`src/frt_defs.svh`:
```
// Constants for the fixed reference and temperature control block.
// Assumes a 250 MHz core clock and an 8-bit register port.
//
// What this block does
// - Control bit 7 turns reference on/off
// - Ready set only after settling wait
// - Ready reads zero unless enabled and settled
// - Regulator variant: ready always reads one
// - Two independent gain stages, 1x/2x/4x each
// - Bits 3-2: off, 1x, 2x, 4x
// - Bits 1-0: same mapping for converter
// - Bit 5 powers the temperature circuit
// - Bit 4 selects high or low range
// - One converter channel reserved for temperature
`ifndef FRT_DEFS_SVH
`define FRT_DEFS_SVH

// ****************************************************************
// Register offsets
// ****************************************************************
`define FRT_OFS_CTRL 4'h0
`define FRT_OFS_IRQ_STAT 4'h1
`define FRT_OFS_IRQ_MASK 4'h2
`define FRT_OFS_CHAN 4'h3

// ****************************************************************
// Field positions and reset values
// ****************************************************************
`define FRT_BIT_EN 7
`define FRT_BIT_RDY 6
`define FRT_BIT_TEMP_SENSE_ENABLE 5
`define FRT_BIT_TEMP_RANGE_SELECT 4
`define FRT_CTRL_RST 8'h00
`define FRT_IRQ_RDY 0
`define FRT_IRQ_TEMP 1
`define FRT_IRQ_BITS 2
`define FRT_CHAN_RST 4'h0
`define FRT_TEMP_CHAN 4'hd

// ****************************************************************
// Timing
// ****************************************************************
`define FRT_CLK_MHZ 250
`define FRT_SETTLE_CYC 1000
`define FRT_TEMP_WAIT_US 200

`endif

```
`src/frt_pkg.sv`:
```
// Types for the fixed reference and temperature control block.
// Assumes frt_defs.svh supplies the numeric constants.
package frt_pkg;

  typedef enum logic [1:0] {
    FRT_GAIN_OFF = 2'b00,
    FRT_GAIN_X1 = 2'b01,
    FRT_GAIN_X2 = 2'b10,
    FRT_GAIN_X4 = 2'b11
  } frt_gain_t;

  typedef enum logic [1:0] {
    FRT_ST_OFF = 2'b00,
    FRT_ST_SETTLE = 2'b01,
    FRT_ST_READY = 2'b10
  } frt_state_t;

  typedef struct packed {
    logic ref_enable;
    logic ref_ready;
    logic temp_sense_enable;
    logic temp_range_select;
    frt_gain_t cmp_dac_ref_gain;
    frt_gain_t converter_ref_gain;
  } frt_ctrl_t;

  typedef struct packed {
    logic ref_on;
    logic conv_path_on;
    frt_gain_t conv_gain;
    logic cmp_path_on;
    frt_gain_t cmp_gain;
    logic temp_on;
    logic temp_high;
  } frt_analog_t;

endpackage : frt_pkg

```
`src/frt_control.sv`:
```
// Control and status logic for the fixed reference and temperature sensor.
// Assumes a synchronous register port and a converter reporting starts.
`timescale 1ns/1ps
`default_nettype none
`include "frt_defs.svh"

module frt_control
  import frt_pkg::*;
#(
  parameter int unsigned SETTLE_CYC = `FRT_SETTLE_CYC,
  parameter int unsigned TEMP_WAIT_CYC = `FRT_TEMP_WAIT_US * `FRT_CLK_MHZ
) (
  input wire logic core_clk,
  input wire logic rst_n,
  input wire logic clk_en,
  input wire logic [3:0] reg_addr,
  input wire logic [7:0] reg_wdata,
  input wire logic reg_wr,
  input wire logic reg_rd,
  output logic [7:0] reg_rdata,
  input wire logic ldo_variant,
  input wire logic conv_start,
  output var frt_analog_t analog_ctrl,
  output logic [3:0] conv_channel,
  output logic temp_routed,
  output logic temp_settled,
  output logic irq
);

  // ****************************************************************
  // Reset release
  // ****************************************************************
  logic rst_meta_ff;
  logic rst_sync_ff;
  wire logic srst_n = rst_sync_ff;

  always_ff @(posedge core_clk or negedge rst_n) begin
    if (!rst_n) begin
      rst_meta_ff <= 1'b0;
      rst_sync_ff <= 1'b0;
    end else begin
      rst_meta_ff <= 1'b1;
      rst_sync_ff <= rst_meta_ff;
    end
  end

  // ****************************************************************
  // Address decode
  // ****************************************************************
  wire logic sel_ctrl = reg_addr == `FRT_OFS_CTRL;
  wire logic sel_stat = reg_addr == `FRT_OFS_IRQ_STAT;
  wire logic sel_mask = reg_addr == `FRT_OFS_IRQ_MASK;
  wire logic sel_chan = reg_addr == `FRT_OFS_CHAN;
  wire logic wr_ctrl = clk_en && reg_wr && sel_ctrl;
  wire logic wr_stat = clk_en && reg_wr && sel_stat;
  wire logic wr_mask = clk_en && reg_wr && sel_mask;
  wire logic wr_chan = clk_en && reg_wr && sel_chan;

  // ****************************************************************
  // Control register
  // ****************************************************************
  frt_ctrl_t ctrl_ff;
  frt_ctrl_t nxt_ctrl;
  logic ready_int;

  always_comb begin
    nxt_ctrl = ctrl_ff;
    if (wr_ctrl) begin
      nxt_ctrl.ref_enable = reg_wdata[`FRT_BIT_EN];
      nxt_ctrl.temp_sense_enable = reg_wdata[`FRT_BIT_TEMP_SENSE_ENABLE];
      nxt_ctrl.temp_range_select = reg_wdata[`FRT_BIT_TEMP_RANGE_SELECT];
      nxt_ctrl.cmp_dac_ref_gain = frt_gain_t'(reg_wdata[3:2]);
      nxt_ctrl.converter_ref_gain = frt_gain_t'(reg_wdata[1:0]);
    end
    nxt_ctrl.ref_ready = ready_int;
  end

  always_ff @(posedge core_clk or negedge rst_n) begin
    if (!rst_n) begin
      ctrl_ff <= frt_ctrl_t'(`FRT_CTRL_RST);
    end else if (!srst_n) begin
      ctrl_ff <= frt_ctrl_t'(`FRT_CTRL_RST);
    end else if (clk_en) begin
      ctrl_ff <= nxt_ctrl;
    end
  end

  // ****************************************************************
  // Settling sequence
  // ****************************************************************
  frt_state_t state_ff;
  frt_state_t nxt_state;
  logic [15:0] settle_cnt_ff;
  logic [15:0] nxt_settle_cnt;
  wire logic en_now = wr_ctrl ? reg_wdata[`FRT_BIT_EN] : ctrl_ff.ref_enable;
  wire logic en_rise = en_now && !ctrl_ff.ref_enable;
  wire logic settle_done = settle_cnt_ff >= 16'(SETTLE_CYC - 1);

  always_comb begin
    nxt_state = state_ff;
    nxt_settle_cnt = settle_cnt_ff;
    unique case (state_ff)
      FRT_ST_OFF: begin
        nxt_settle_cnt = 16'h0000;
        if (en_now) begin
          nxt_state = FRT_ST_SETTLE;
        end
      end
      FRT_ST_SETTLE: begin
        nxt_settle_cnt = settle_cnt_ff + 16'h0001;
        if (settle_done) begin
          nxt_state = FRT_ST_READY;
        end
      end
      FRT_ST_READY: begin
        nxt_settle_cnt = 16'h0000;
      end
      default: begin
        nxt_state = FRT_ST_OFF;
        nxt_settle_cnt = 16'h0000;
      end
    endcase
    if (!en_now) begin
      nxt_state = FRT_ST_OFF;
      nxt_settle_cnt = 16'h0000;
    end else if (en_rise) begin
      nxt_state = FRT_ST_SETTLE;
      nxt_settle_cnt = 16'h0000;
    end
  end

  always_ff @(posedge core_clk or negedge rst_n) begin
    if (!rst_n) begin
      state_ff <= FRT_ST_OFF;
      settle_cnt_ff <= 16'h0000;
    end else if (!srst_n) begin
      state_ff <= FRT_ST_OFF;
      settle_cnt_ff <= 16'h0000;
    end else if (clk_en) begin
      state_ff <= nxt_state;
      settle_cnt_ff <= nxt_settle_cnt;
    end
  end

  // Ready clears at once when the enable drops, unless ldo_variant holds it set
  assign ready_int = ldo_variant
    || (nxt_state == FRT_ST_READY && en_now);

  // ****************************************************************
  // Converter channel and temperature guard
  // ****************************************************************
  logic [3:0] chan_ff;
  logic [15:0] guard_cnt_ff;
  logic [15:0] nxt_guard_cnt;
  logic settled_ff;
  wire logic routed_now = chan_ff == `FRT_TEMP_CHAN;
  wire logic route_start = wr_chan && reg_wdata[3:0] == `FRT_TEMP_CHAN
    && !routed_now;
  wire logic leave_temp = wr_chan && reg_wdata[3:0] != `FRT_TEMP_CHAN;
  wire logic guard_restart = route_start || (clk_en && conv_start
    && routed_now);
  wire logic guard_hit = guard_cnt_ff == 16'(TEMP_WAIT_CYC - 1);
  wire logic temp_evt = clk_en && routed_now && !settled_ff
    && guard_hit && !guard_restart;

  always_comb begin
    nxt_guard_cnt = guard_cnt_ff;
    if (guard_restart) begin
      nxt_guard_cnt = 16'h0000;
    end else if (routed_now && !settled_ff && !guard_hit) begin
      nxt_guard_cnt = guard_cnt_ff + 16'h0001;
    end
  end

  always_ff @(posedge core_clk or negedge rst_n) begin
    if (!rst_n) begin
      chan_ff <= `FRT_CHAN_RST;
      guard_cnt_ff <= 16'h0000;
      settled_ff <= 1'b0;
    end else if (!srst_n) begin
      chan_ff <= `FRT_CHAN_RST;
      guard_cnt_ff <= 16'h0000;
      settled_ff <= 1'b0;
    end else if (clk_en) begin
      if (wr_chan) begin
        chan_ff <= reg_wdata[3:0];
      end
      guard_cnt_ff <= nxt_guard_cnt;
      if (guard_restart || leave_temp) begin
        settled_ff <= 1'b0;
      end else if (temp_evt) begin
        settled_ff <= 1'b1;
      end
    end
  end

  // ****************************************************************
  // Interrupt status and mask
  // ****************************************************************
  logic [`FRT_IRQ_BITS-1:0] stat_ff;
  logic [`FRT_IRQ_BITS-1:0] mask_ff;
  logic [`FRT_IRQ_BITS-1:0] evt;
  logic [`FRT_IRQ_BITS-1:0] nxt_stat;
  wire logic rdy_evt = clk_en && ready_int && !ctrl_ff.ref_ready;

  always_comb begin
    evt = '0;
    evt[`FRT_IRQ_RDY] = rdy_evt;
    evt[`FRT_IRQ_TEMP] = temp_evt;
  end

  genvar gi;
  generate
    for (gi = 0; gi < `FRT_IRQ_BITS; gi++) begin : g_stat
      // A new event beats a clear in the same cycle
      assign nxt_stat[gi] = evt[gi]
        || (stat_ff[gi] && !(wr_stat && reg_wdata[gi]));
    end
  endgenerate

  always_ff @(posedge core_clk or negedge rst_n) begin
    if (!rst_n) begin
      stat_ff <= '0;
      mask_ff <= '0;
    end else if (!srst_n) begin
      stat_ff <= '0;
      mask_ff <= '0;
    end else if (clk_en) begin
      stat_ff <= nxt_stat;
      if (wr_mask) begin
        mask_ff <= reg_wdata[`FRT_IRQ_BITS-1:0];
      end
    end
  end

  assign irq = |(stat_ff & mask_ff);

  // ****************************************************************
  // Read port
  // ****************************************************************
  logic [7:0] rd_mux;
  logic [7:0] rdata_ff;

  always_comb begin
    rd_mux = 8'h00;
    if (sel_ctrl) begin
      rd_mux = ctrl_ff;
    end else if (sel_stat) begin
      rd_mux[`FRT_IRQ_BITS-1:0] = stat_ff;
    end else if (sel_mask) begin
      rd_mux[`FRT_IRQ_BITS-1:0] = mask_ff;
    end else if (sel_chan) begin
      rd_mux = {3'h0, settled_ff, chan_ff};
    end
  end

  always_ff @(posedge core_clk or negedge rst_n) begin
    if (!rst_n) begin
      rdata_ff <= 8'h00;
    end else if (!srst_n) begin
      rdata_ff <= 8'h00;
    end else if (clk_en) begin
      rdata_ff <= reg_rd ? rd_mux : 8'h00;
    end
  end

  assign reg_rdata = rdata_ff;

  // ****************************************************************
  // Analog controls
  // ****************************************************************
  always_comb begin
    analog_ctrl.ref_on = ctrl_ff.ref_enable;
    analog_ctrl.conv_gain = ctrl_ff.converter_ref_gain;
    analog_ctrl.conv_path_on = ctrl_ff.ref_enable
      && ctrl_ff.converter_ref_gain != FRT_GAIN_OFF;
    analog_ctrl.cmp_gain = ctrl_ff.cmp_dac_ref_gain;
    analog_ctrl.cmp_path_on = ctrl_ff.ref_enable
      && ctrl_ff.cmp_dac_ref_gain != FRT_GAIN_OFF;
    analog_ctrl.temp_on = ctrl_ff.temp_sense_enable;
    analog_ctrl.temp_high = ctrl_ff.temp_range_select;
  end

  assign conv_channel = chan_ff;
  assign temp_routed = routed_now;
  assign temp_settled = settled_ff;

endmodule : frt_control
`default_nettype wire

```
`config.mk`:
```
export PLATFORM = sky130hd
export DESIGN_NAME = frt_control
export DESIGN_NICKNAME = d
export VERILOG_FILES = /design/src/frt_pkg.sv /design/src/frt_control.sv
export VERILOG_INCLUDE_DIRS = /design/src
export SDC_FILE = /design/constraint.sdc
export NUM_CORES = 1
export LEC_CHECK = 0
export BUFFER_PORTS_ARGS = -buffer_cell sky130_fd_sc_hd__buf_2
export CORE_MARGIN = 8
export CORE_UTILIZATION = 30
export DETAILED_ROUTE_END_ITERATION = 16
export GPL_TIMING_DRIVEN = 0
export PLACE_DENSITY_LB_ADDON = 0.12
export SETUP_SLACK_MARGIN = 0.2
export SLEW_MARGIN = 30
export SYNTH_ARGS = -nofsm -noshare
export SYNTH_HDL_FRONTEND = slang
export SYNTH_SLANG_ARGS = --single-unit
```
`constraint.sdc`:
```
create_clock -name core_clk -period 1.7 [get_ports core_clk]
set_input_delay 0.085 -clock core_clk [delete_from_list [all_inputs] [get_ports core_clk]]
set_output_delay 0.085 -clock core_clk [all_outputs]
set_load 0.01 [all_outputs]
```
Yosys cells after proc, flatten, opt, wreduce, memory -nomap -nowiden
Index checks and enable logic that the tools add are counted.

operators by class
  add/sub/neg operators = 2
  $mul = 0
  div/mod/pow operators = 0
  order comparisons = 1
  eq/ne operators = 16
  shift-type cells = 0
  multiplexer cells = 40
  bitwise operators = 1
  reduce and logical (&&, ||, !) cells = 49

operators with widths
  kind                                                                  number
  2-to-1 mux 16 bit                                                     9
  2-to-1 mux 8 bit                                                      6
  adder 16 x 1 -> 16 bit (second input constant)                        2
  logical AND 1 bit                                                     26
  2-to-1 mux 2 bit                                                      12
  2-to-1 mux 6 bit                                                      3
  equality test 16 bit (second input constant)                          1
  greater-or-equal comparator 16 x 10 -> 1 bit (second input constant)  1
  2-to-1 mux 4 bit                                                      3
  AND reduction 2 bit                                                   5
  equality test 4 x 2 -> 1 bit (second input constant)                  2
  equality test 4 bit (second input constant)                           2
  logical NOT 1 bit                                                     8
  != test 2 x 1 -> 1 bit (second input constant)                        3
  != test 3 x 1 -> 1 bit (second input constant)                        2
  case mux 2 bit (3 select lines)                                       1
  logical OR 1 bit                                                      5
  2-to-1 mux 1 bit                                                      5
  2-to-1 mux 5 bit                                                      1
  equality test 2 bit (second input constant)                           2
  equality test 4 x 1 -> 1 bit (second input constant)                  1
  logical NOT 4 bit                                                     1
  != test 4 bit (second input constant)                                 1
  nonzero test 2 bit                                                    2
  5 further kinds                                                       5

word-level totals
  register bits = 61
  bits in latches = 0
  RAM bits = 0
  memory bits (read-only) = 0
  output and inout bits = 24
  memories = 0

Logic depth before layout (Yosys ltp)
Gate-level depths: netlist of the first run.

  depth in word-level cells = 14
  depth in mapped cells = 7
  depth with buffers taken out = 5

Worst setup path before layout of the first run
Ideal clock, no wire load.

  path type = register -> register
  from = reg chan_ff[3] (netlist: conv_channel[3])
  to = reg guard_cnt_ff[1]
  setup time = 0.135 ns
  data arrival time = 1.778 ns
  required time = 1.565 ns
  slack = -0.214 ns
  cell stages (with the launch flop) = 8
  path buffers = 2
  period minus slack after synthesis = 1.914 ns
  path through = dfrtp_1 > nand4b_1 > inv_1 > or4_1 > clkbuf_1 > clkbuf_1 > o2111ai_1 > o31ai_1

on the way
  longest elaborated chain between the ends = 7

ends and longest elaborated chain
  item                               RTL line            RTL
  from (decl)                        frt_control.sv:152  logic [3:0] chan_ff;
  from (signal assigned)             frt_control.sv:177  chan_ff <= `FRT_CHAN_RST;
  from (signal assigned)             frt_control.sv:181  chan_ff <= `FRT_CHAN_RST;
  from (signal assigned)             frt_control.sv:186  chan_ff <= reg_wdata[3:0];
  equality test 4 bit (no line) (*)  -
  net temp_routed                    frt_control.sv:25   output logic temp_routed,
  logical NOT 1 bit                  frt_control.sv:158  && !routed_now;
  logical AND 1 bit                  frt_control.sv:157  wire logic route_start = wr_chan && reg_wdata[3:0] == `FRT_TEMP_CHAN
  logical OR 1 bit                   frt_control.sv:160  wire logic guard_restart = route_start || (clk_en && conv_start
  2-to-1 mux 16 bit                  frt_control.sv:168  if (guard_restart) begin
  2-to-1 mux 16 bit                  frt_control.sv:184  end else if (clk_en) begin
  2-to-1 mux 16 bit                  frt_control.sv:180  end else if (!srst_n) begin
  to (signal assigned)               frt_control.sv:188  guard_cnt_ff <= nxt_guard_cnt;
  to (decl)                          frt_control.sv:153  logic [15:0] guard_cnt_ff;

Mark *: on every way through the listed nets, which the timed path passes. The rest lies on a longest branch. The select of a mux whose other input is x is not followed.
A chain may end at the register's enable or synchronous reset.

Worst setup path in the final report of the first run
  from = reg guard_cnt_ff[4]
  to = reg guard_cnt_ff[3]

on the way
  longest elaborated chain between the ends = 5

ends and longest elaborated chain
  item                              RTL line            RTL
  equality test 16 bit              frt_control.sv:162  wire logic guard_hit = guard_cnt_ff == 16'(TEMP_WAIT_CYC - 1);
  logical NOT 1 bit                 frt_control.sv:170  end else if (routed_now && !settled_ff && !guard_hit) begin
  logical AND 1 bit                 frt_control.sv:170
  != test 3 x 1 -> 1 bit (no line)  -
  AND reduction 2 bit (no line)     -

Every way passes these cells.

==> out/results.tsv, run 1 <==
stage	metric	value	unit
pwr	Power Dens Cells	710.8	mW/mm²
sta	final setup fails	13	
floorplanning	row cnt	39	
cells_and_area	Layout Nets	502	
sta	Tmin final	1921	ps
grt	vias in the first global route	3294	
sta	skew final	4.304	ps
route	ANT nets after route	0	
setup_path	CP dominant cell by count	buf_4	
setup_path	crit path kind	flip-flop to flip-flop	
clock_network	CTS tree	built	
status	run status	complete, but fails checks	
status	failing checks	negative setup slack	
setup_path	Crit path largest cell delay	570	ps
setup_path	Critical Path End Type	flip-flop	
clock_network	clock latency on the worst-skew pair	340	ps
sta	fmax	520.6	MHz
yosys	Synth warnings	0	
setup_path	arrival time worst endpoint	2180	ps
setup_path	CP Launch Type	flip-flop	
setup_path	CP Cell Sequence	or4b_4 > nor4_4 > buf_4 > buf_4 > o31ai_1 > a21oi_1	
cells_and_area	area occupied by multi-input gates	0.002140	mm²
grt	first-pass GRT wire length	18.04	mm
sta	final hold violations	0	
route	Wirelength per Cell	18.41	µm
floorplanning	Die X-Extent	122.6	µm
yosys	number of distinct library cells after synthesis	62	
cells_and_area	Final Cell Area	0.005368	mm²
yosys	syn avg cell area	9.601	µm²
sta	RSZ-0062 raised after global routing	yes	
route	Total Wirelength	11.58	mm
grt	total track usage	15.30	%
cells_and_area	Area Overhead vs Synth	57.49	%
sta	Slew headroom	61.28	%
grt	antenna violations before repair	0	
route	Vias	3350	
grt	Remaining Overflow, GRT	0	
floorplanning	IO Pins	43	
clock_network	CTS H-tree depth	3	
cells_and_area	Finished Core Util	47.62	%
floorplanning	initial cell density of the core	30.24	%
cells_and_area	most common cell after layout, fill and taps aside	buf_4	
route	starting DRC count in detailed routing	216	
placement	Final GP Congestion	0.7825	
yosys	area share of the largest cell type after synthesis	44.79	%
cells_and_area	commonest cells after routing, fill and taps aside	64 x buf_4, 53 x dfrtp_1, 38 x buf_2	
sta	worst slew pin tran	575.5	ps
yosys	Mapped Nets	376	
clock_network	CTS root buf	clkbuf_16	
placement	dpl hpwl	7.180	mm
setup_path	Buf/Inv on CP	2	
yosys	top post-synthesis cells by area	dfrtp_1 45%, mux2i_1 5.0%, nand2_1 4.2%	
clock_network	TritonCTS buffer count	9	
pwr	Max VDD drop	0.0006384	V
cells_and_area	fillers	1017	
sta	Setup TNS	-1413	ps
yosys	predominant post-synthesis flop cell	dfrtp_1	
cells_and_area	FF+latch area	0.001536	mm²
yosys	synthesized area	0.003408	mm²
setup_path	critical-path maximum fanout	3	
floorplanning	die area	0.01503	mm²
setup_path	Top delay family on crit path	simple AND/OR/NAND/NOR gates	
pwr	Final Power	3.816	mW
run	Max Cap Viol	0	
yosys	post-synth top area cell	dfrtp_1	
clock_network	clk sink count	61	
placement	Post-DP Area	0.003979	mm²
route	detailed-route DRC error count	0	
yosys	Post-Syn Instances	355	
yosys	ys async rst share	100.0	%
cells_and_area	layout cells sized above 1	47.53	%
yosys	Synth Register Bits	61	
grt	pin count of the biggest net entering global routing	35	
yosys	register area share after synthesis	44.79	%
clock_network	Clock transition at path regs	50	ps
sta	final slew viol count	0	
sta	Final WS setup	-220.7	ps
placement	Port-buffer cells	40	
floorplanning	die span in y	122.6	µm
cells_and_area	diode count	0	
route	drt pass-1 iters	4	
sta	final period utilization	113.0	%
min_path	Hold Crit Class	input port to flip-flop	
pwr	Pleak	2.420	nW
setup_path	Worst Path Required	1960	ps
clock_network	Max Buffers Root-to-Sink	2	
yosys	number of flops mapped to enable cells by yosys	0	
setup_path	critical path's slowest cell	or4b_4	
floorplanning	Core Area	0.01127	mm²
sta	Fin Hold WS	23.77	ps
route	vias per cell	5.326	
worst register-to-register path: cells and delay by family (launching register included):
kind / cells / cell delay, ps
buffers and inverters: 2 / 290
AOI/OAI and AO/OA: 2 / 220
and+or+nand+nor: 2 / 920
DFF: 1 / 410
stage by stage:
step	worst slack [ps]	instances
after floorplan	-65.34	355
after global placement	-447.8	538
after detailed placement	-515.2	539
after CTS	-142.7	609
after global routing	-279.5	629
final	-220.7	629
registers in the layout (all words and copies together), names as in the netlist, 2 cells and up:
signal         count
analog_ctrl        7
conv_channel       4
guard_cnt_ff      16
mask_ff            2
reg_rdata          8
settle_cnt_ff     16
stat_ff            2
state_ff           2
path summary, 6_finish.rpt:
path                                                     end  depth (start not counted)  slack (ps)                        start
worst max-delay path             guard_cnt_ff[3]$_DFFE_PN0P_                          6        -220  guard_cnt_ff[4]$_DFFE_PN0P_
worst min-delay path              analog_ctrl[2]$_DFFE_PN0P_                          3          20                 reg_wdata[2]
worst max register to register   guard_cnt_ff[3]$_DFFE_PN0P_                          6        -220  guard_cnt_ff[4]$_DFFE_PN0P_
worst min register to register         rst_sync_ff$_DFF_PN0_                          0         350        rst_meta_ff$_DFF_PN0_
max in group asynchronous              rst_sync_ff$_DFF_PN0_                          3         920                        rst_n
min in group asynchronous       settle_cnt_ff[8]$_DFFE_PN0P_                          2         250                        rst_n
report_power, final:
group          internal (mW)  leakage [nW]  switching (mW)
combinational         0.0812          1.41           0.144
sequential              1.46         0.833         0.00789
clock                   1.44         0.172           0.681
per-layer routing:
layer / share of wire, % / GRT usage, % / wire length [µm]
met5: 0 / 0 / 0
met4: 1.1 / 4.113 / 126
met3: 4.0 / 3.220 / 468
met2: 47 / 23.47 / 5475
met1: 48 / 21.35 / 5507
cell families (layout without fill, tap and decap cells):
kind of cell	Yosys count	count (layout)	share of synthesized area, %
xor gates and xnor gates	1	1	0.2570
muxes	17	17	4.993
buffers and inverters	34	165	5.250
adders and majority gates	2	2	0.7341
and+or+nand+nor	152	152	25.66
DFF	61	61	44.79
other	1	1	0.1100
AOI/OAI and AO/OA	87	87	18.21
layout make-up:
class	instances	share of cell area [%]
buffer	22	4.336
clock buffer	13	5.221
clock inverter	3	1.212
inverter	12	0.8625
multi-input combinational	260	39.86
sequential	61	28.62
tap	143	3.333
timing repair buffer	115	16.55
cell usage after synthesis, drive strengths merged, types with 2 or more instances:
| library cell | number |
|---|---|
| nor4b | 2 |
| o31ai | 8 |
| o21ai | 15 |
| a21o | 6 |
| mux2i | 17 |
| or3 | 10 |
| nand2 | 38 |
| buf | 12 |
| a41oi | 4 |
| and3 | 5 |
| clkbuf | 10 |
| or4 | 7 |
| inv | 11 |
| nand4 | 3 |
| a22o | 8 |
| a21oi | 22 |
| o211ai | 2 |
| ha | 2 |
| nor4 | 10 |
| a221oi | 2 |
| nor2 | 16 |
| dfrtp | 61 |
| nor3 | 6 |
| and4 | 4 |
| nand4b | 5 |
| or2 | 2 |
| nand3 | 26 |
| o21a | 2 |
| or4b | 2 |
| a31oi | 5 |
| nand3b | 8 |
timing repair:
item	CTS	global route
endpoints found under the hold margin	35	0
setup buffers	48	19
hold buffers	3	0
endpoints found under the setup margin	45	58
gates cloned	3	1
pin swaps	31	27
gates resized for setup	65	44
(Power assumes the default switching activity.)
==> run 2, diff against run 1 <==
- clock period: 1.7 -> 2.3 ns (I/O delays scaled with it)
==> run 2 against run 1 <==
Compared with the run above: the run now ends clean; cell count shrank 11%; highest routed layer unchanged; clock skew is 1.5 ps lower; design area decreased by 22%; hold slack better by 7.0 ps; register-to-register slack improved by 550 ps; die area did not move; sequential power is 26% lower; sequential share of layout area rose by 8.0 points; routed wire length is 14% lower; critical endpoint is now guard_cnt_ff[12]$_DFFE_PN0P_.
==> out/results.tsv, run 2 (same netlist as run 1, synthesis figures left out) <==
stage	metric	value	unit	change
setup_path	Worst Path Required	2500	ps	+540 ps
floorplanning	Die X-Extent	122.6	µm	unchanged
grt	antenna violations before repair	0		unchanged
route	Vias	3051		-8.9%
clock_network	CTS H-tree depth	3		unchanged
sta	fmax	506.8	MHz	-2.6%
setup_path	critical-path maximum fanout	6		+3
grt	first-pass GRT wire length	16.15	mm	-11%
cells_and_area	diode count	0		unchanged
clock_network	clock latency on the worst-skew pair	330	ps	about the same
run	Max Cap Viol	0		unchanged
route	Wirelength per Cell	17.73	µm	-3.7%
grt	pin count of the biggest net entering global routing	40		+14%
sta	worst slew pin tran	685.4	ps	+110.0 ps
cells_and_area	most common cell after layout, fill and taps aside	dfrtp_1		
sta	final slew viol count	0		unchanged
route	ANT nets after route	0		unchanged
pwr	Comb pwr share	5.4	%	-0.5 points
setup_path	arrival time worst endpoint	2170	ps	about the same
placement	Final GP Congestion	0.7741		-1.1%
sta	final setup fails	0		-13
min_path	Hold Crit Class	input port to flip-flop		
pwr	Pleak	1.823	nW	-25%
route	detailed-route DRC error count	0		unchanged
sta	Slew headroom	54.14	%	-7.1 points
floorplanning	initial cell density of the core	30.24	%	unchanged
setup_path	CP Launch Type	flip-flop		
floorplanning	IO Pins	43		unchanged
sta	Tmin final	1973	ps	+52.27 ps
pwr	Power Dens Cells	614.3	mW/mm²	-14%
setup_path	crit path kind	flip-flop to flip-flop		
pwr	Clk network pwr share	52.2	%	-3.4 points
grt	total track usage	13.73	%	-1.6 points
pwr	Int Power	1.982	mW	-34%
setup_path	Critical Path End Type	flip-flop		
pwr	Max VDD drop	0.0003548	V	-44%
floorplanning	Core Area	0.01127	mm²	unchanged
grt	vias in the first global route	2968		-9.9%
route	drt pass-1 iters	4		unchanged
sta	final period utilization	85.78	%	-27 points
floorplanning	row cnt	39		unchanged
route	starting DRC count in detailed routing	157		-27%
clock_network	CTS root buf	clkbuf_16		
cells_and_area	commonest cells after routing, fill and taps aside	61 x dfrtp_1, 41 x buf_2, 38 x nand2_1		
status	run status	finished clean		
cells_and_area	Layout Nets	432		-14%
grt	Remaining Overflow, GRT	0		unchanged
clock_network	clk sink count	61		unchanged
clock_network	CTS tree	built		
sta	RSZ-0062 raised after global routing	no		
cells_and_area	fillers	1171		+15%
pwr	Flop pwr share	42.4	%	+3.9 points
sta	skew final	2.805	ps	-1.500 ps
placement	Post-DP Area	0.003810	mm²	-4.2%
cells_and_area	layout cells sized above 1	21.88	%	-26 points
clock_network	Max Buffers Root-to-Sink	2		unchanged
floorplanning	die span in y	122.6	µm	unchanged
floorplanning	die area	0.01503	mm²	unchanged
placement	Port-buffer cells	40		unchanged
route	Total Wirelength	9.913	mm	-14%
route	vias per cell	5.458		+2.5%
clock_network	TritonCTS buffer count	9		unchanged
pwr	sw power	580.8	µW	-30%
cells_and_area	Final Cell Area	0.004173	mm²	-22%
pwr	switching portion of total power	22.66	%	+0.84 points
cells_and_area	Area Overhead vs Synth	22.43	%	
sta	final hold violations	0		unchanged
sta	Fin Hold WS	30.79	ps	+7.027 ps
clock_network	Clock transition at path regs	50	ps	about the same
placement	dpl hpwl	7.062	mm	-1.6%
[run 2: cell count changes in the layout (fill, tap and decap cells not counted), moves of 7 or more]
cell / change
o21ai_2: -7
buf_4: -53
dfrtp_1: +8
buf_6: -13
nand3_1: +9
nor4_4: -7
o21ai_0: +13
dfrtp_2: -8
[run 2: timing repair]
| action | in CTS | in global routing |
|---|---|---|
| pin swaps | 0 | 1 |
| endpoints found under the setup margin | 17 | 13 |
| gates cloned | 0 | 0 |
| hold buffers | 1 | 0 |
| buffers inserted | 0 | 3 |
| hold endpoints to repair | 22 | 0 |
| gates resized for setup | 6 | 7 |
[run 2: path summary, 6_finish.rpt]
path	cells after the start	end	from	slack [ps]
setup / recovery	4	guard_cnt_ff[12]$_DFFE_PN0P_	guard_cnt_ff[12]$_DFFE_PN0P_	330
setup reg to reg	4	guard_cnt_ff[12]$_DFFE_PN0P_	guard_cnt_ff[12]$_DFFE_PN0P_	330
min in group asynchronous	2	settle_cnt_ff[2]$_DFFE_PN0P_	rst_n	230
hold / removal	3	analog_ctrl[0]$_DFFE_PN0P_	reg_wdata[4]	30
max in group asynchronous	3	guard_cnt_ff[0]$_DFFE_PN0P_	rst_n	1560
hold reg to reg	0	rst_sync_ff$_DFF_PN0_	rst_meta_ff$_DFF_PN0_	350
[run 2: area by class of cell]
| cell class | count | area (µm²) | share of cell area, % |
|---|---|---|---|
| Buffer | 22 | 143.9 | 3.448 |
| Clock buffer | 11 | 242.7 | 5.817 |
| Clock inverter | 5 | 50.05 | 1.199 |
| Inverter | 12 | 45.04 | 1.079 |
| Multi-Input combinational cell | 260 | 1730 | 41.47 |
| Sequential cell | 61 | 1526 | 36.58 |
| Tap cell | 143 | 178.9 | 4.288 |
| Timing Repair Buffer | 45 | 255.2 | 6.117 |
[run 2: through the flow]
stage | std cells | total power, mW | worst slack (ps) | utilization, % | TNS (ps)
2_1_floorplan | 355 | 1.159 | 386.4 | - | 0
3_3_place_gp | 538 | 1.236 | -93.22 | 33.60 | -326.0
3_5_place_dp | 539 | 1.242 | -154.3 | 33.80 | -1460
4_1_cts | 556 | 2.595 | 218.7 | 36.69 | 0
5_1_grt | 559 | 2.656 | 208.6 | 37.02 | 0
6_report | 559 | 2.563 | 327.0 | 37.02 | 0
[run 2: per-layer routing]
metal	share of wire, %	global-route usage (%)	vias to the layer above
li1	-	-	1454
met1	48	19.22	1515
met2	46	20.46	70
met3	4.1	3.220	12
met4	1.3	4.341	0
met5	0	0	-
[run 2: worst max-delay path, stage by stage (launching register included)]
cell     delay (ps)
dfrtp_1         430
or4b_1          620
nor3_1          500
nor4b_1         150
mux2i_1         150
[run 2: power by group through the flow]
| stage | registers, mW | clock network [mW] | logic [mW] |
|---|---|---|---|
| floorplan | 1.10 | 0 | 0.0550 |
| global placement | 1.11 | 0 | 0.130 |
| detailed placement | 1.11 | 0 | 0.136 |
| CTS | 1.09 | 1.37 | 0.140 |
| global route | 1.09 | 1.41 | 0.153 |
| finish | 1.09 | 1.34 | 0.137 |
==> run 3, diff against run 2 <==
- REMOVE_ABC_BUFFERS: default -> 1
==> run 3 against run 2 <==
Compared with the run above: first-iteration DRC count is 10% lower; register-to-register slack hardly changed; critical path depth stayed put; flip-flop and latch count stayed put; clock skew is 0.73 ps higher.
==> out/results.tsv, run 3 (same netlist as run 1, synthesis figures left out) <==
stage	metric	value	unit	change
route	starting DRC count in detailed routing	141		-10%
route	Wirelength per Cell	17.85	µm	+0.68%
sta	final setup fails	0		unchanged
floorplanning	Core Area	0.01127	mm²	unchanged
placement	Final GP Congestion	0.7682		-0.76%
clock_network	TritonCTS buffer count	9		unchanged
sta	Tmin final	1966	ps	-7.334 ps
setup_path	Top delay family on crit path	simple AND/OR/NAND/NOR gates		
cells_and_area	Layout Nets	412		-4.6%
pwr	Max VDD drop	0.0003854	V	+8.6%
grt	total track usage	13.35	%	-0.38 points
grt	Remaining Overflow, GRT	0		unchanged
route	vias per cell	5.436		-0.40%
route	ANT nets after route	0		unchanged
floorplanning	die area	0.01503	mm²	unchanged
sta	skew final	3.538	ps	+0.7336 ps
grt	first-pass GRT wire length	15.68	mm	-2.9%
cells_and_area	Layout Cells excl Fill	539		-3.6%
setup_path	Crit path largest cell delay	690	ps	+70 ps
setup_path	Critical Path End Type	flip-flop		
min_path	hold path startpoint	reg_wdata[5]		
sta	RSZ-0062 raised after global routing	no		
setup_path	Buf/Inv on CP	0		unchanged
status	run status	finished clean		
floorplanning	row cnt	39		unchanged
pwr	Final Power	2.556	mW	-0.27%
min_path	Hold Crit Class	input port to flip-flop		
floorplanning	die span in y	122.6	µm	unchanged
clock_network	Clock transition at path regs	50	ps	about the same
setup_path	CP Cell Sequence	and4b_2 > o311ai_4 > or4_2 > nand3_1		
grt	pin count of the biggest net entering global routing	40		unchanged
setup_path	critical path's slowest cell	or4_2		
floorplanning	initial cell density of the core	30.24	%	unchanged
floorplanning	IO Pins	43		unchanged
clock_network	Max Buffers Root-to-Sink	2		unchanged
clock_network	clk sink count	61		unchanged
setup_path	arrival time worst endpoint	2230	ps	+60 ps
sta	worst slew pin tran	645.0	ps	-40.46 ps
placement	DP Worst Slack	-83.03	ps	+71.25 ps
pwr	Pleak	1.749	nW	-4.1%
setup_path	Worst Path Required	2560	ps	+60 ps
setup_path	crit path kind	flip-flop to flip-flop		
clock_network	CTS root buf	clkbuf_16		
floorplanning	Die X-Extent	122.6	µm	unchanged
run	Max Cap Viol	0		unchanged
setup_path	critical-path maximum fanout	12		+6
sta	final hold violations	0		unchanged
clock_network	clock latency on the worst-skew pair	330	ps	about the same
cells_and_area	commonest cells after routing, fill and taps aside	61 x dfrtp_1, 40 x buf_2, 37 x nand2_1		
sta	fmax	508.7	MHz	+0.37%
grt	antenna violations before repair	0		unchanged
pwr	Power Dens Cells	630.0	mW/mm²	+2.6%
placement	Port-buffer cells	41		+2.5%
cells_and_area	layout cells sized above 1	20.96	%	-0.92 points
cells_and_area	diode count	0		unchanged
sta	final period utilization	85.46	%	-0.32 points
clock_network	CTS H-tree depth	3		unchanged
route	drt pass-1 iters	4		unchanged
setup_path	crit path from	analog_ctrl[8]$_DFFE_PN0P_		
cells_and_area	Finished Core Util	36.00	%	-1.0 points
grt	vias in the first global route	2843		-4.2%
route	detailed-route DRC error count	0		unchanged
placement	Placed Cells incl. Taps	519		-3.7%
sta	Slew headroom	56.84	%	+2.7 points
cells_and_area	most common cell after layout, fill and taps aside	dfrtp_1		
placement	dpl hpwl	6.646	mm	-5.9%
clock_network	CTS tree	built		
sta	final slew viol count	0		unchanged
setup_path	origin of the critical flop-to-flop path	analog_ctrl[8]$_DFFE_PN0P_		
sta	Final WS setup	334.3	ps	+7.334 ps
cells_and_area	Area Overhead vs Synth	19.05	%	
route	Vias	2930		-4.0%
route	Total Wirelength	9.623	mm	-2.9%
setup_path	CP Launch Type	flip-flop		
[run 3: changes by cell type in the layout (fill, tap and decap cells not counted), sizes merged]
cell and delta:
clkbuf -10, buf -10
[run 3: report_power, final]
| group | switching (mW) | total, mW | internal [mW] |
|---|---|---|---|
| logic | 0.0897 | 0.128 | 0.0384 |
| clock network | 0.481 | 1.34 | 0.860 |
| registers | 0.00725 | 1.09 | 1.08 |
[run 3: metal layers]
metal	GRT usage [%]	part of all wire, %	vias to the layer above
met5	0	0	-
met4	3.199	0.63	0
met3	3.680	3.6	7
met2	20.23	46	55
met1	18.46	50	1454
li1	-	-	1414
[run 3: final cells by class]
class / instances / area (µm²)
multi-input combinational: 260 / 1742
clock buffer: 11 / 242.7
inverter: 12 / 46.29
clock inverter: 5 / 50.05
timing repair buffer: 47 / 271.5
sequential: 61 / 1526
fill: 1158 / 7214
tap: 143 / 178.9
[run 3: per-stage QoR]
stage | hold slack [ps] | setup TNS (ps) | cell area, µm²
floorplan | -180.6 | 0 | 3274
global placement | 334.3 | -10700 | 3659
detailed placement | 52.94 | -332.3 | 3699
CTS | 22.11 | 0 | 4011
global route | 48.45 | 0 | 4058
finish | 37.48 | 0 | 4058
[run 3: final timing paths]
path                            cells after the start                             to  slack [ps]
min in group asynchronous                           2   settle_cnt_ff[0]$_DFFE_PN0P_         240
worst max-delay path                                4  settle_cnt_ff[13]$_DFFE_PN0P_         330
worst min-delay path                                3     analog_ctrl[1]$_DFFE_PN0P_          40
max in group asynchronous                           3         mask_ff[0]$_DFFE_PN0P_        1530
worst min register to register                      0          rst_sync_ff$_DFF_PN0_         340
worst max register to register                      4  settle_cnt_ff[13]$_DFFE_PN0P_         330
[run 3: repair_timing]
item                                    CTS  global route
hold buffers                              1             0
pin swaps                                 1             1
endpoints found under the setup margin   16            16
gates resized for setup                   3             7
setup buffers                             0             3
hold endpoints to repair                 22             0
[run 3: worst min-delay path, cell delays in order]
cell	delay [ps]
buf_2	100
nand2_1	50
a21oi_1	50
